`src/hdl/slc_pkg.sv`:
```
// constants and types shared by the segment display controller
// -----------------------------------------------------------------------------
// What this block does
// - at most 8 backplane and 40 frontplane lines; eighth duty leaves 36 lines.
// - duty field picks static, 1/2, 1/3, 1/4, 1/6 or 1/8 multiplexing.
// - bias field picks static, 1/2 or 1/3; waveform uses matching levels.
// - internal divider: contrast 0..15, zero is full supply, higher is lower.
// - clock comes from internal slow oscillator or external slow crystal.
// - DMA requests issued by software or by the frame event.
// - when active, interrupt after one more than a software-set count of completed frames.
// - layout zero: all backplane phases of one frontplane line in one byte.
// - layout one: several frontplane lines of one phase share one byte.
// - display store holds sixteen software-writable words selecting lit pixels.
// - blink periodically blanks and restores display at selectable rate.
// - waveforms alternate polarity within each frame, net zero DC.
// - display keeps refreshing in run, sleep and stop states.
// - unused frontplane and backplane pins can be released to other uses.
// - internal divider circuitry follows configured bias and duty.
// - layout one eighth duty: words 0-7 lines 0-31, words 8-15 lines 32-35.
// -----------------------------------------------------------------------------
package slc_pkg;
    localparam int NUM_BP        = 8;
    localparam int NUM_FP        = 40;
    localparam int NUM_WORDS     = 16;
    localparam int WORD_W        = 32;
    localparam int BYTE_W        = 8;
    localparam int BYTES_PER_WD  = 4;

    localparam logic [5:0] FP_USED_EIGHTH = 6'h24;
    localparam logic [5:0] FP_USED_OTHER  = 6'h28;
    localparam logic [3:0] HI_WORD_BASE   = 4'h8;
    localparam int         BLINK_BASE_BIT = 2;

    // drive levels in sixths of the panel voltage
    localparam logic [2:0] LVL_GND      = 3'h0;
    localparam logic [2:0] LVL_THIRD_LO = 3'h2;
    localparam logic [2:0] LVL_HALF     = 3'h3;
    localparam logic [2:0] LVL_THIRD_HI = 3'h4;
    localparam logic [2:0] LVL_TOP      = 3'h6;

    localparam logic [3:0] CONTRAST_FULL = 4'h0;

    typedef enum logic [2:0] {
        SLC_DUTY_STATIC  = 3'h0,
        SLC_DUTY_HALF    = 3'h1,
        SLC_DUTY_THIRD   = 3'h2,
        SLC_DUTY_QUARTER = 3'h3,
        SLC_DUTY_SIXTH   = 3'h4,
        SLC_DUTY_EIGHTH  = 3'h5
    } slc_duty_t;

    typedef enum logic [1:0] {
        SLC_BIAS_STATIC = 2'h0,
        SLC_BIAS_HALF   = 2'h1,
        SLC_BIAS_THIRD  = 2'h2
    } slc_bias_t;

    // ladder taps needed beside ground and top
    localparam logic [1:0] TAPS_STATIC = 2'h0;
    localparam logic [1:0] TAPS_HALF   = 2'h1;
    localparam logic [1:0] TAPS_THIRD  = 2'h2;

    typedef enum logic [1:0] {
        SLC_ST_OFF = 2'b00,
        SLC_ST_POS = 2'b01,
        SLC_ST_NEG = 2'b11
    } slc_state_t;

    // backplane lines scanned per duty; undefined codes fall back to static
    function automatic logic [3:0] slc_duty_lines(input logic [2:0] duty);
        case (duty)
            SLC_DUTY_HALF:    slc_duty_lines = 4'h2;
            SLC_DUTY_THIRD:   slc_duty_lines = 4'h3;
            SLC_DUTY_QUARTER: slc_duty_lines = 4'h4;
            SLC_DUTY_SIXTH:   slc_duty_lines = 4'h6;
            SLC_DUTY_EIGHTH:  slc_duty_lines = 4'h8;
            default:          slc_duty_lines = 4'h1;
        endcase
    endfunction
endpackage

```
`src/hdl/slc_pixel_map.sv`:
```
// pixel bit lookup for the current backplane phase, both store layouts
`timescale 1ns/1ps
`default_nettype none
module slc_pixel_map (
    // store and selection
    input  wire logic [slc_pkg::NUM_WORDS-1:0][slc_pkg::WORD_W-1:0] store,
    input  wire logic                                               layout,
    input  wire logic [2:0]                                         phase,
    // pixel bits, one per frontplane line
    output logic      [slc_pkg::NUM_FP-1:0]                         pix
);
    import slc_pkg::*;

    genvar i;
    generate
        for (i = 0; i < NUM_FP; i++) begin : g_fp
            logic [BYTE_W-1:0] own_byte;
            logic              row_bit;
            // layout zero: line i owns one byte, bit = phase
            assign own_byte = store[i / BYTES_PER_WD][(i % BYTES_PER_WD) * BYTE_W +: BYTE_W];
            if (i < WORD_W) begin : g_lo
                assign row_bit = store[{1'b0, phase}][i];
            end else begin : g_hi
                assign row_bit = store[HI_WORD_BASE + {1'b0, phase}][i - WORD_W];
            end
            assign pix[i] = layout ? row_bit : own_byte[phase];
        end
    endgenerate
endmodule
`default_nettype wire

```
`src/hdl/slc_core.sv`:
```
// segment display controller: scan timing, waveform levels, store, events
`timescale 1ns/1ps
`default_nettype none
module slc_core (
    // clock and reset
    input  wire logic                          clk_sys,
    input  wire logic                          nrst,
    // slow clock ticks, one-cycle pulses
    input  wire logic                          internal_slow_osc_tick,
    input  wire logic                          external_slow_crystal_tick,
    input  wire logic                          clk_src_sel,
    // configuration
    input  wire logic                          enable,
    input  wire logic [2:0]                    duty,
    input  wire logic [1:0]                    bias,
    input  wire logic                          layout,
    input  wire logic                          int_divider_sel,
    input  wire logic [3:0]                    contrast,
    input  wire logic [15:0]                   half_slot_ticks,
    input  wire logic                          blink_en,
    input  wire logic [1:0]                    blink_rate,
    input  wire logic                          frame_irq_en,
    input  wire logic [3:0]                    frame_irq_count,
    input  wire logic                          frame_flag_clr,
    input  wire logic                          dma_sw_req,
    input  wire logic                          dma_hw_en,
    input  wire logic [slc_pkg::NUM_FP-1:0]    fp_release,
    input  wire logic [slc_pkg::NUM_BP-1:0]    bp_release,
    // display store write port
    input  wire logic                          store_wr,
    input  wire logic [3:0]                    store_addr,
    input  wire logic [slc_pkg::WORD_W-1:0]    store_wdata,
    // panel drive, 3 bits per line in sixths of panel voltage
    output logic      [3*slc_pkg::NUM_BP-1:0]  backplane_line,
    output logic      [3*slc_pkg::NUM_FP-1:0]  frontplane_line,
    output logic      [slc_pkg::NUM_BP-1:0]    backplane_oe,
    output logic      [slc_pkg::NUM_FP-1:0]    frontplane_oe,
    // divider control
    output logic                               ladder_en,
    output logic      [1:0]                    ladder_taps,
    output logic      [3:0]                    contrast_tap,
    // events
    output logic                               frame_flag,
    output logic                               dma_req,
    output logic                               frame_start
);
    import slc_pkg::*;

    // -------------------------------------------------------------------------
    // scan state
    // -------------------------------------------------------------------------
    slc_state_t st;
    slc_state_t next_st;
    logic [2:0]  slot;
    logic [2:0]  next_slot;
    logic [15:0] div_cnt;
    logic [15:0] next_div_cnt;
    logic [3:0]  frame_cnt;
    logic [3:0]  next_frame_cnt;
    logic [5:0]  blink_cnt;
    logic [5:0]  next_blink_cnt;
    logic        next_frame_flag;
    logic        next_dma_req;
    logic        next_frame_start;
    logic        load_active;
    logic        tick;
    logic        half_done;
    logic        frame_end;
    logic        irq_hit;
    logic [3:0]  n_bp;
    logic [2:0]  last_slot;

    // clock source choice, both ticks keep running in low-power states
    assign tick      = clk_src_sel ? external_slow_crystal_tick
                                   : internal_slow_osc_tick;
    assign half_done = tick && (div_cnt == half_slot_ticks);
    assign n_bp      = slc_duty_lines(duty);
    assign last_slot = 3'(n_bp - 4'h1);

    always_comb begin
        next_st          = st;
        next_slot        = slot;
        next_div_cnt     = div_cnt;
        next_frame_cnt   = frame_cnt;
        next_blink_cnt   = blink_cnt;
        load_active      = 1'b0;
        frame_end        = 1'b0;
        next_frame_start = 1'b0;
        irq_hit          = 1'b0;
        unique case (st)
            SLC_ST_OFF: begin
                if (enable) begin
                    next_st          = SLC_ST_POS;
                    next_slot        = 3'h0;
                    next_div_cnt     = 16'h0000;
                    load_active      = 1'b1;
                    next_frame_start = 1'b1;
                end
            end
            SLC_ST_POS: begin
                if (!enable) begin
                    next_st = SLC_ST_OFF;
                end else if (half_done) begin
                    next_div_cnt = 16'h0000;
                    next_st      = SLC_ST_NEG;
                end else if (tick) begin
                    next_div_cnt = div_cnt + 16'h0001;
                end
            end
            SLC_ST_NEG: begin
                if (!enable) begin
                    next_st = SLC_ST_OFF;
                end else if (half_done) begin
                    next_div_cnt = 16'h0000;
                    next_st      = SLC_ST_POS;
                    if (slot >= last_slot) begin
                        // one slot per active backplane line per frame
                        next_slot        = 3'h0;
                        frame_end        = 1'b1;
                        load_active      = 1'b1;
                        next_frame_start = 1'b1;
                        next_blink_cnt   = blink_cnt + 6'h01;
                        if (frame_cnt == frame_irq_count) begin
                            next_frame_cnt = 4'h0;
                            irq_hit        = 1'b1;
                        end else begin
                            next_frame_cnt = frame_cnt + 4'h1;
                        end
                    end else begin
                        next_slot = slot + 3'h1;
                    end
                end else if (tick) begin
                    next_div_cnt = div_cnt + 16'h0001;
                end
            end
            default: begin
                next_st = SLC_ST_OFF;
            end
        endcase
        // a new count of frames begins each time the block is enabled
        if (st == SLC_ST_OFF) begin
            next_frame_cnt = 4'h0;
        end
        // set wins over a clear in the same cycle
        next_frame_flag = (frame_flag && !frame_flag_clr) || (irq_hit && frame_irq_en);
        next_dma_req    = dma_sw_req || (frame_end && dma_hw_en);
    end

    always_ff @(posedge clk_sys or negedge nrst) begin
        if (!nrst) begin
            st          <= SLC_ST_OFF;
            slot        <= 3'h0;
            div_cnt     <= 16'h0000;
            frame_cnt   <= 4'h0;
            blink_cnt   <= 6'h00;
            frame_flag  <= 1'b0;
            dma_req     <= 1'b0;
            frame_start <= 1'b0;
        end else begin
            st          <= next_st;
            slot        <= next_slot;
            div_cnt     <= next_div_cnt;
            frame_cnt   <= next_frame_cnt;
            blink_cnt   <= next_blink_cnt;
            frame_flag  <= next_frame_flag;
            dma_req     <= next_dma_req;
            frame_start <= next_frame_start;
        end
    end

    // -------------------------------------------------------------------------
    // display store: shadow takes writes, active copy swaps at frame edge
    // -------------------------------------------------------------------------
    logic [NUM_WORDS-1:0][WORD_W-1:0] shadow;
    logic [NUM_WORDS-1:0][WORD_W-1:0] next_shadow;
    logic [NUM_WORDS-1:0][WORD_W-1:0] active;
    logic [NUM_WORDS-1:0][WORD_W-1:0] next_active;

    always_comb begin
        next_shadow = shadow;
        next_active = active;
        if (store_wr) begin
            next_shadow[store_addr] = store_wdata;
        end
        // a write in the swap cycle lands one frame later, never mid-frame
        if (load_active) begin
            next_active = shadow;
        end
    end

    always_ff @(posedge clk_sys or negedge nrst) begin
        if (!nrst) begin
            shadow <= '0;
            active <= '0;
        end else begin
            shadow <= next_shadow;
            active <= next_active;
        end
    end

    logic [NUM_FP-1:0] pix;

    slc_pixel_map u_map (
        .store  (active),
        .layout (layout),
        .phase  (slot),
        .pix    (pix)
    );

    // -------------------------------------------------------------------------
    // waveform levels per line
    // -------------------------------------------------------------------------
    logic                      blank;
    logic                      is_third;
    logic                      is_neg;
    logic                      running;
    logic [5:0]                fp_used;
    logic [2:0]                bp_unsel;
    logic [2:0]                fp_off;
    logic [3*NUM_BP-1:0]       next_backplane_line;
    logic [3*NUM_FP-1:0]       next_frontplane_line;
    logic [NUM_BP-1:0]         next_backplane_oe;
    logic [NUM_FP-1:0]         next_frontplane_oe;

    assign blank    = blink_en && blink_cnt[BLINK_BASE_BIT + int'(blink_rate)];
    assign is_third = (bias == SLC_BIAS_THIRD);
    assign is_neg   = (st == SLC_ST_NEG);
    assign running  = (st != SLC_ST_OFF);
    assign fp_used  = (duty == SLC_DUTY_EIGHTH) ? FP_USED_EIGHTH : FP_USED_OTHER;
    assign bp_unsel = is_third ? LVL_THIRD_LO : LVL_HALF;
    assign fp_off   = is_third ? LVL_THIRD_HI : LVL_TOP;

    genvar j;
    generate
        for (j = 0; j < NUM_BP; j++) begin : g_bp
            logic [2:0] pos_lvl;
            assign pos_lvl = (slot == 3'(j)) ? LVL_TOP : bp_unsel;
            // negative half mirrors the positive one, so DC cancels
            assign next_backplane_line[3*j +: 3] = !running ? LVL_GND
                                             : is_neg ? (LVL_TOP - pos_lvl) : pos_lvl;
            assign next_backplane_oe[j] = running && !bp_release[j]
                                          && (4'(j) < n_bp);
        end
        for (j = 0; j < NUM_FP; j++) begin : g_fp
            logic [2:0] pos_lvl;
            assign pos_lvl = (pix[j] && !blank) ? LVL_GND : fp_off;
            assign next_frontplane_line[3*j +: 3] = !running ? LVL_GND
                                              : is_neg ? (LVL_TOP - pos_lvl) : pos_lvl;
            assign next_frontplane_oe[j] = running && !fp_release[j]
                                           && (6'(j) < fp_used);
        end
    endgenerate

    // -------------------------------------------------------------------------
    // divider control
    // -------------------------------------------------------------------------
    logic       next_ladder_en;
    logic [1:0] next_ladder_taps;
    logic [3:0] next_contrast_tap;

    always_comb begin
        next_ladder_en    = running && int_divider_sel;
        next_contrast_tap = int_divider_sel ? contrast : CONTRAST_FULL;
        next_ladder_taps  = TAPS_STATIC;
        if (int_divider_sel) begin
            // taps follow bias; static duty needs none whatever the bias
            if (duty == SLC_DUTY_STATIC || duty > SLC_DUTY_EIGHTH) begin
                next_ladder_taps = TAPS_STATIC;
            end else if (is_third) begin
                next_ladder_taps = TAPS_THIRD;
            end else if (bias == SLC_BIAS_HALF) begin
                next_ladder_taps = TAPS_HALF;
            end
        end
    end

    always_ff @(posedge clk_sys or negedge nrst) begin
        if (!nrst) begin
            backplane_line  <= '0;
            frontplane_line <= '0;
            backplane_oe    <= '0;
            frontplane_oe   <= '0;
            ladder_en       <= 1'b0;
            ladder_taps     <= TAPS_STATIC;
            contrast_tap    <= CONTRAST_FULL;
        end else begin
            backplane_line  <= next_backplane_line;
            frontplane_line <= next_frontplane_line;
            backplane_oe    <= next_backplane_oe;
            frontplane_oe   <= next_frontplane_oe;
            ladder_en       <= next_ladder_en;
            ladder_taps     <= next_ladder_taps;
            contrast_tap    <= next_contrast_tap;
        end
    end
endmodule
`default_nettype wire

```
`config.mk`:
```
export PLATFORM = sky130hd
export DESIGN_NAME = slc_core
export DESIGN_NICKNAME = d
export VERILOG_FILES = /design/src/hdl/slc_pkg.sv /design/src/hdl/slc_pixel_map.sv /design/src/hdl/slc_core.sv
export SDC_FILE = /design/constraint.sdc
export NUM_CORES = 1
export LEC_CHECK = 0
export ABC_AREA = 1
export BUFFER_PORTS_ARGS = -buffer_cell sky130_fd_sc_hd__buf_2
export CORE_MARGIN = 8
export CORE_UTILIZATION = 54
export DETAILED_ROUTE_END_ITERATION = 12
export GPL_TIMING_DRIVEN = 1
export PLACE_DENSITY_LB_ADDON = 0.05
export SYNTH_ARGS = -nofsm -noshare
export SYNTH_HDL_FRONTEND = slang
export SYNTH_SLANG_ARGS = --single-unit
```
`constraint.sdc`:
```
create_clock -name clk_sys -period 2.25 [get_ports clk_sys]
set_input_delay 0.45 -clock clk_sys [delete_from_list [all_inputs] [get_ports clk_sys]]
set_output_delay 0.45 -clock clk_sys [all_outputs]
set_load 0.02 [all_outputs]
```
After elaboration in Yosys (flattened, before gate mapping)
Index checks and enable logic that the tools add are counted.
{ "totals": {"regBits": 1257, "input_bits": 129, "output_inout_bits": 202, "wordCells": 711} }
{ "classes": {"addsub": 55, "order_cmp": 56, "n_eq_ne": 25, "muxes": 317, "n_reduce_logical": 211} }
{ "op_table": {"columns": ["operator", "count"], "rows": [
  ["512-bit bitwise mux", 1],
  ["3-bit two-way mux", 148],
  ["3-bit subtractor (first input constant)", 48],
  ["1-bit logical AND", 143],
  ["32-bit binary-select mux with 4-bit select", 1],
  ["32-bit demux with 4-bit select", 1],
  ["1-bit binary-select mux with 3-bit select", 41],
  ["32-bit binary-select mux with 3-bit select", 1],
  ["5-bit by 6-bit < comparator with 1-bit output (first input constant)", 16],
  ["1-bit two-way mux", 95],
  ["16-bit two-way mux", 4],
  ["32-bit two-way mux", 2],
  ["1-bit zero test", 50],
  ["4-bit by 6-bit < comparator with 1-bit output (first input constant)", 8],
  ["6-bit < comparator (first input constant)", 8],
  ["4-bit two-way mux", 8],
  ["16-bit one-hot mux with 2 select lines", 1],
  ["3-bit by 6-bit < comparator with 1-bit output (first input constant)", 4],
  ["4-bit one-hot mux with 5 select lines", 1],
  ["3-bit == test (second input constant)", 6],
  ["2-bit two-way mux", 9],
  ["16-bit by 1-bit adder with 16-bit output (second input constant)", 1],
  ["16-bit == test", 1],
  ["3-bit by 4-bit < comparator with 1-bit output (first input constant)", 4],
  ["other kinds (36)", 62]
]} }

Logic depth before layout (Yosys ltp)
{ "logic_depth": {"depth_word": 11, "ltp_mapped": 19, "depth_no_buf": 17} }

By module
Synthesis repeated with hierarchy kept, for this count alone.
{ "hier_totals": {"hier_cells": 6283, "area_unflattened_um2": 52989.6} }
{ "by_module_without_submodules": {"columns": ["module", "instances", "cells_each", "area_each_um2", "seq_area_each_um2"], "rows": [
  ["slc_core", 1, 4909, 47008.8, 30454.2],
  ["slc_pixel_map", 1, 1374, 5980.7, 0.0]
]} }

Worst setup path after synthesis
No wires, ideal clock.
{ "synth_timing": {"path_kind": "input port to flip-flop", "from": "input duty[1]", "to": "register active[13] (netlist bit)", "setup_time_ns": 0.117, "t_arrival_ns": 2.661, "t_required_ns": 2.133, "setup_slack_ns": -0.528, "path_stages": 17, "path_buffers": 2, "path_cell_list": "inv_1 -> ha_1 -> nand2_1 -> nand2_1 -> ha_1 -> ha_1 -> nand3b_1 -> nand3_1 -> nand2_1 -> inv_1 -> nand4_2 -> nand2_4 -> nand2_4 -> buf_6 -> buf_4 -> nand2_1 -> nand2_1"} }
{ "synth_between": {"elab_chain_len": 8, "word_cells_on_any_way": 12, "cone_classes": "add/sub (1); order compare (1); eq/ne (5); mux (5)"} }
{ "synth_rtl": {"columns": ["element", "line", "text"], "rows": [
  ["start: declaration", "slc_core.sv:14", "input wire logic [2:0] duty,"],
  ["3-bit == test (tied with other cells)", "slc_pkg.sv:71", "case (duty)"],
  ["4-bit one-hot mux with 5 select lines *", "slc_pkg.sv:71", null],
  ["3-bit by 1-bit subtractor with 3-bit output *", "slc_core.sv:78", "assign last_slot = 3'(n_bp - 4'h1);"],
  ["3-bit greater-or-equal comparator *", "slc_core.sv:116", "if (slot >= last_slot) begin"],
  ["1-bit two-way mux *", "slc_core.sv:116", null],
  ["1-bit two-way mux *", "slc_core.sv:113", "end else if (half_done) begin"],
  ["1-bit two-way mux *", "slc_core.sv:111", "if (!enable) begin"],
  ["1-bit one-hot mux with 2 select lines *", "slc_core.sv:90", "unique case (st)"],
  ["end signal: assignment", "slc_core.sv:197", "active <= next_active;"],
  ["end: declaration", "slc_core.sv:176", "logic [NUM_WORDS-1:0][WORD_W-1:0] active;"]
]} }
Mark *: on every way between the ends. The rest lies on a longest branch, timed or not.
A chain may end at the register's enable or synchronous reset.

Worst setup path after layout
{ "layout_timing": {"from": "register slot[0]", "to": "register frontplane_line[17] (netlist bit)"} }
{ "layout_between": {"elab_chain_len": 8, "word_cells_on_any_way": 10, "cone_classes": "add/sub (1); mux (8); reduce/logical (1)"} }
{ "layout_rtl": {"columns": ["element", "line", "text"], "rows": [
  ["start: declaration", "slc_core.sv:54", "logic [2:0] slot;"],
  ["start signal: assignment", "slc_core.sv:161", "slot <= next_slot;"],
  ["1-bit binary-select mux with 3-bit select or 32-bit binary-select mux with 3-bit select (tied branches)", "slc_pixel_map.sv:26, slc_pixel_map.sv:22", null],
  ["1-bit two-way mux (implied by the code) or 32-bit two-way mux (tied branches)", null, null],
  ["1-bit two-way mux *", "slc_pixel_map.sv:26", "assign pix[i] = layout ? row_bit : own_byte[phase];"],
  ["1-bit logical AND *", "slc_core.sv:246", "assign pos_lvl = (pix[j] && !blank) ? LVL_GND : fp_off;"],
  ["3-bit two-way mux *", "slc_core.sv:246", null],
  ["3-bit subtractor", "slc_core.sv:248", ": is_neg ? (LVL_TOP - pos_lvl) : pos_lvl;"],
  ["3-bit two-way mux *", "slc_core.sv:248", null],
  ["3-bit two-way mux *", "slc_core.sv:247", "assign next_frontplane_line[3*j +: 3] = !running ? LVL_GND"],
  ["via next_frontplane_line[17]", "slc_core.sv:221", "logic [3*NUM_FP-1:0] next_frontplane_line;"],
  ["end signal: assignment", "slc_core.sv:288", "frontplane_line <= next_frontplane_line;"],
  ["end: declaration", "slc_core.sv:35", "output logic [3*slc_pkg::NUM_FP-1:0] frontplane_line,"]
]} }
The timed path passes the listed nets; every way through them passes the cells marked *. The select of a mux whose other input is x is not followed.

==> reports/metrics.yaml <==
outcome: "finished, final reports clean"
dpl.hpwl_mm: 86.0
nets: 5551
drt_iter0_drc: 3641
finalCriticalPeriod_ns: 2.25
setup_viol: 0
clock.fmax_ghz: 0.445
htree_levels: 3
routedWlPerCell_um: 20.0
fin_skew_ns: 0.0167
numClockSinks: 929
relSlewSlack: 0.498
synthFlopType: "dfrtp_1"
syn_area_mm2: 0.0415
timing.rr.end: "frontplane_line[17]"
fin_crit_sh: 0.998
grt_pass1_vias: 34500
stdcell_count: 6513
globalRouteOverflowTotal: 0
grt_pass1_wl_mm: 202
area_delta_synth_final_pct: 21.5
hold_path.class: "input port to register"
vias_per_cell: 5.55
grt_max_degree: 108
tightestPinTransition_ns: 0.752
startpoint: "slot[0]"
vias: 36100
final_core_util: 0.663
synth-seq-cells: 929
fill_cells: 6396
powerDensity_mw_per_mm2: 1310
synth_area_per_cell_um2: 8.29
core_mm2: 0.0759
gp_congestion: 0.888
cp_slowest_cell: "dfrtp_4"
die_w_um: 293
mostFrequentLayoutCells: "nand2_1, nand3_1, dfrtp_1"
max-clock-path-buffers: 3
rsz0062_at_grt: "yes"
ctsRootBufferMaster: "clkbuf_16"
p_leak_nw: 25.6
grt_use_total: 0.297
yosysSeqAreaShare: 0.561
arrival_ns: 2.81
dr.pass1.iters: 6
antenna_left: 0
synth_edf_count: 0
drc: 0
die_y_um: 293
drive_gt1_frac: 0.155
layout.cells.most_common: "nand2_1"
async_flop_share: 1.00
endpoint: "frontplane_line[17]"
path_clk_slew_ns: 0.06
io_pins: 331
routed_wirelength_mm: 130
slowest_delay_ns: 0.49
cp_cell_sequence: "buf_12, buf_12, buf_4, nand2_1, o211ai_1, nand3_1, nand3_1, nand3_2, buf_4, a21oi_1"
whs_ns: 0.0208
critPathMaxFanout: 24
required_ns: 2.81
ys.warnings.count: 0
cts_tree: "yes"
path_buf_inv: 4
grt_antenna_before_repair: 7
netlist_instances: 5001
max_cap_violations: 0
slew_violations: 0
dp.cells: 6270
numCtsBuffers: 97
row_count: 101
clk_latency_ns: 0.66
portBuffers: 290
crit_type: "register to register"
initial_core_util: 0.546
r2r_cells: 10
r2r_setup_slack_ns: 0.004
reg2reg_from: "slot[0]"
vdd_drop_max_mv: 0.859
cp_top_family: "buffers and inverters"
crit_cells: 10
hold_viol: 0
dieArea_mm2: 0.0859
cp-start-kind: "register"
synth_cell_type_count: 39
cp-end-kind: "register"
[through the flow]
stage               total power [mW]  instance area, um2  TNS, ns  setup slack (ns)
global route                    69.7               50300   -13.35           -0.0751
finish                          65.8               50300        0           0.00444
floorplan                       38.7               41700   -98.62            -0.284
CTS                             65.4               50000  -0.0177          -0.00595
detailed placement              47.9               45900  -252.57            -0.708
global placement                47.4               45900  -240.15            -0.671
[where the power goes]
| group | internal (mW) | total [mW] | switching [mW] |
|---|---|---|---|
| Clock | 10.5 | 17.2 | 6.70 |
| Combinational | 8.27 | 23.7 | 15.4 |
| Sequential | 21.9 | 24.9 | 2.98 |
| Total | 40.7 | 65.8 | 25.1 |
[how the worst min path moves through the flow]
stage | from | end | slack (ns) | cells past startpoint
finish | dma_sw_req | dma_req | 0.02 | 2
global route | dma_sw_req | dma_req | 0.009 | 2
CTS | dma_sw_req | dma_req | 0.00004 | 2
detailed placement | nrst | shadow[417] | 0.38 | 1
global placement | nrst | shadow[417] | 0.37 | 1
floorplan | nrst | active[0] | 0.15 | 0
[layer usage]
| layer | global-route usage | part of all wire | vias to the layer above | wire (um) |
|---|---|---|---|---|
| met5 | 0 | 0.00010 | - | 13 |
| met4 | 0.0794 | 0.024 | 2 | 3150 |
| met3 | 0.0535 | 0.083 | 221 | 10900 |
| met2 | 0.475 | 0.46 | 1441 | 60200 |
| met1 | 0.420 | 0.43 | 17400 | 56000 |
| li1 | - | - | 17100 | - |
[worst register-to-register path, stage by stage (launching register included)]
cell and delay (ns):
dfrtp_4 0.49, buf_12 0.21, buf_12 0.26, buf_4 0.23
nand2_1 0.14, o211ai_1 0.14, nand3_1 0.11, nand3_1 0.10
nand3_2 0.15, buf_4 0.18, a21oi_1 0.17
[layout make-up]
| type | instances | area [um2] | area share |
|---|---|---|---|
| Antenna cell | 3 | 7.51 | 0.000149 |
| Sequential cell | 929 | 23300 | 0.462 |
| Timing Repair Buffer | 660 | 5660 | 0.112 |
| Multi-Input combinational cell | 3582 | 16200 | 0.321 |
| Inverter | 132 | 526 | 0.0104 |
| Tap cell | 1030 | 1290 | 0.0256 |
| Clock buffer | 141 | 2900 | 0.0576 |
| Clock inverter | 36 | 561 | 0.0111 |
[what timing repair did]
item	4_1_cts	5_1_grt
pin swaps	0	2
gates cloned	0	7
endpoints found under the setup margin	249	424
endpoints found under the hold margin	68	0
buffers inserted	6	0
hold buffers	50	0
gates resized for setup	11	61
[registers in the layout, indices dropped and copies added, names as in the netlist, 2 cells and up]
| signal | count |
|---|---|
| active | 368 |
| backplane_line | 24 |
| backplane_oe | 8 |
| blink_cnt | 6 |
| contrast_tap | 4 |
| div_cnt | 16 |
| frame_cnt | 4 |
| frontplane_line | 80 |
| frontplane_oe | 40 |
| ladder_taps | 2 |
| shadow | 368 |
| slot | 3 |
| st | 2 |
[cells by family after synthesis]
logic type	after synthesis	synth area share
simple gates	2962	0.301
flops	929	0.561
compound gates	530	0.0660
buf+inv	529	0.0600
xor+xnor	30	0.00634
fa+ha+maj	20	0.00604
other cells	1	0.0000905
[cells in the mapped netlist (2+ instances only)]
master	number	area share
nand2_1	1732	0.16
nand3_1	964	0.12
dfrtp_1	929	0.56
o21ai_0	350	0.042
clkbuf_1	221	0.020
nor2_1	213	0.019
a21oi_1	144	0.017
inv_1	128	0.012
buf_2	64	0.0077
buf_4	50	0.0091
buf_1	31	0.0028
buf_6	31	0.0084
ha_1	20	0.0060
nand4_1	19	0.0029
xor2_1	17	0.0036
nor3_1	16	0.0019
o211ai_1	16	0.0029
xnor2_1	13	0.0027
o22ai_1	7	0.0011
or2_2	5	0.00075
inv_2	4	0.00036
a22oi_1	3	0.00054
nor4_1	3	0.00045
a211o_1	2	0.00042
a31o_2	2	0.00042
nand2_4	2	0.00054
nand3b_1	2	0.00036
nor3_2	2	0.00048
(Power assumes the default switching activity.)
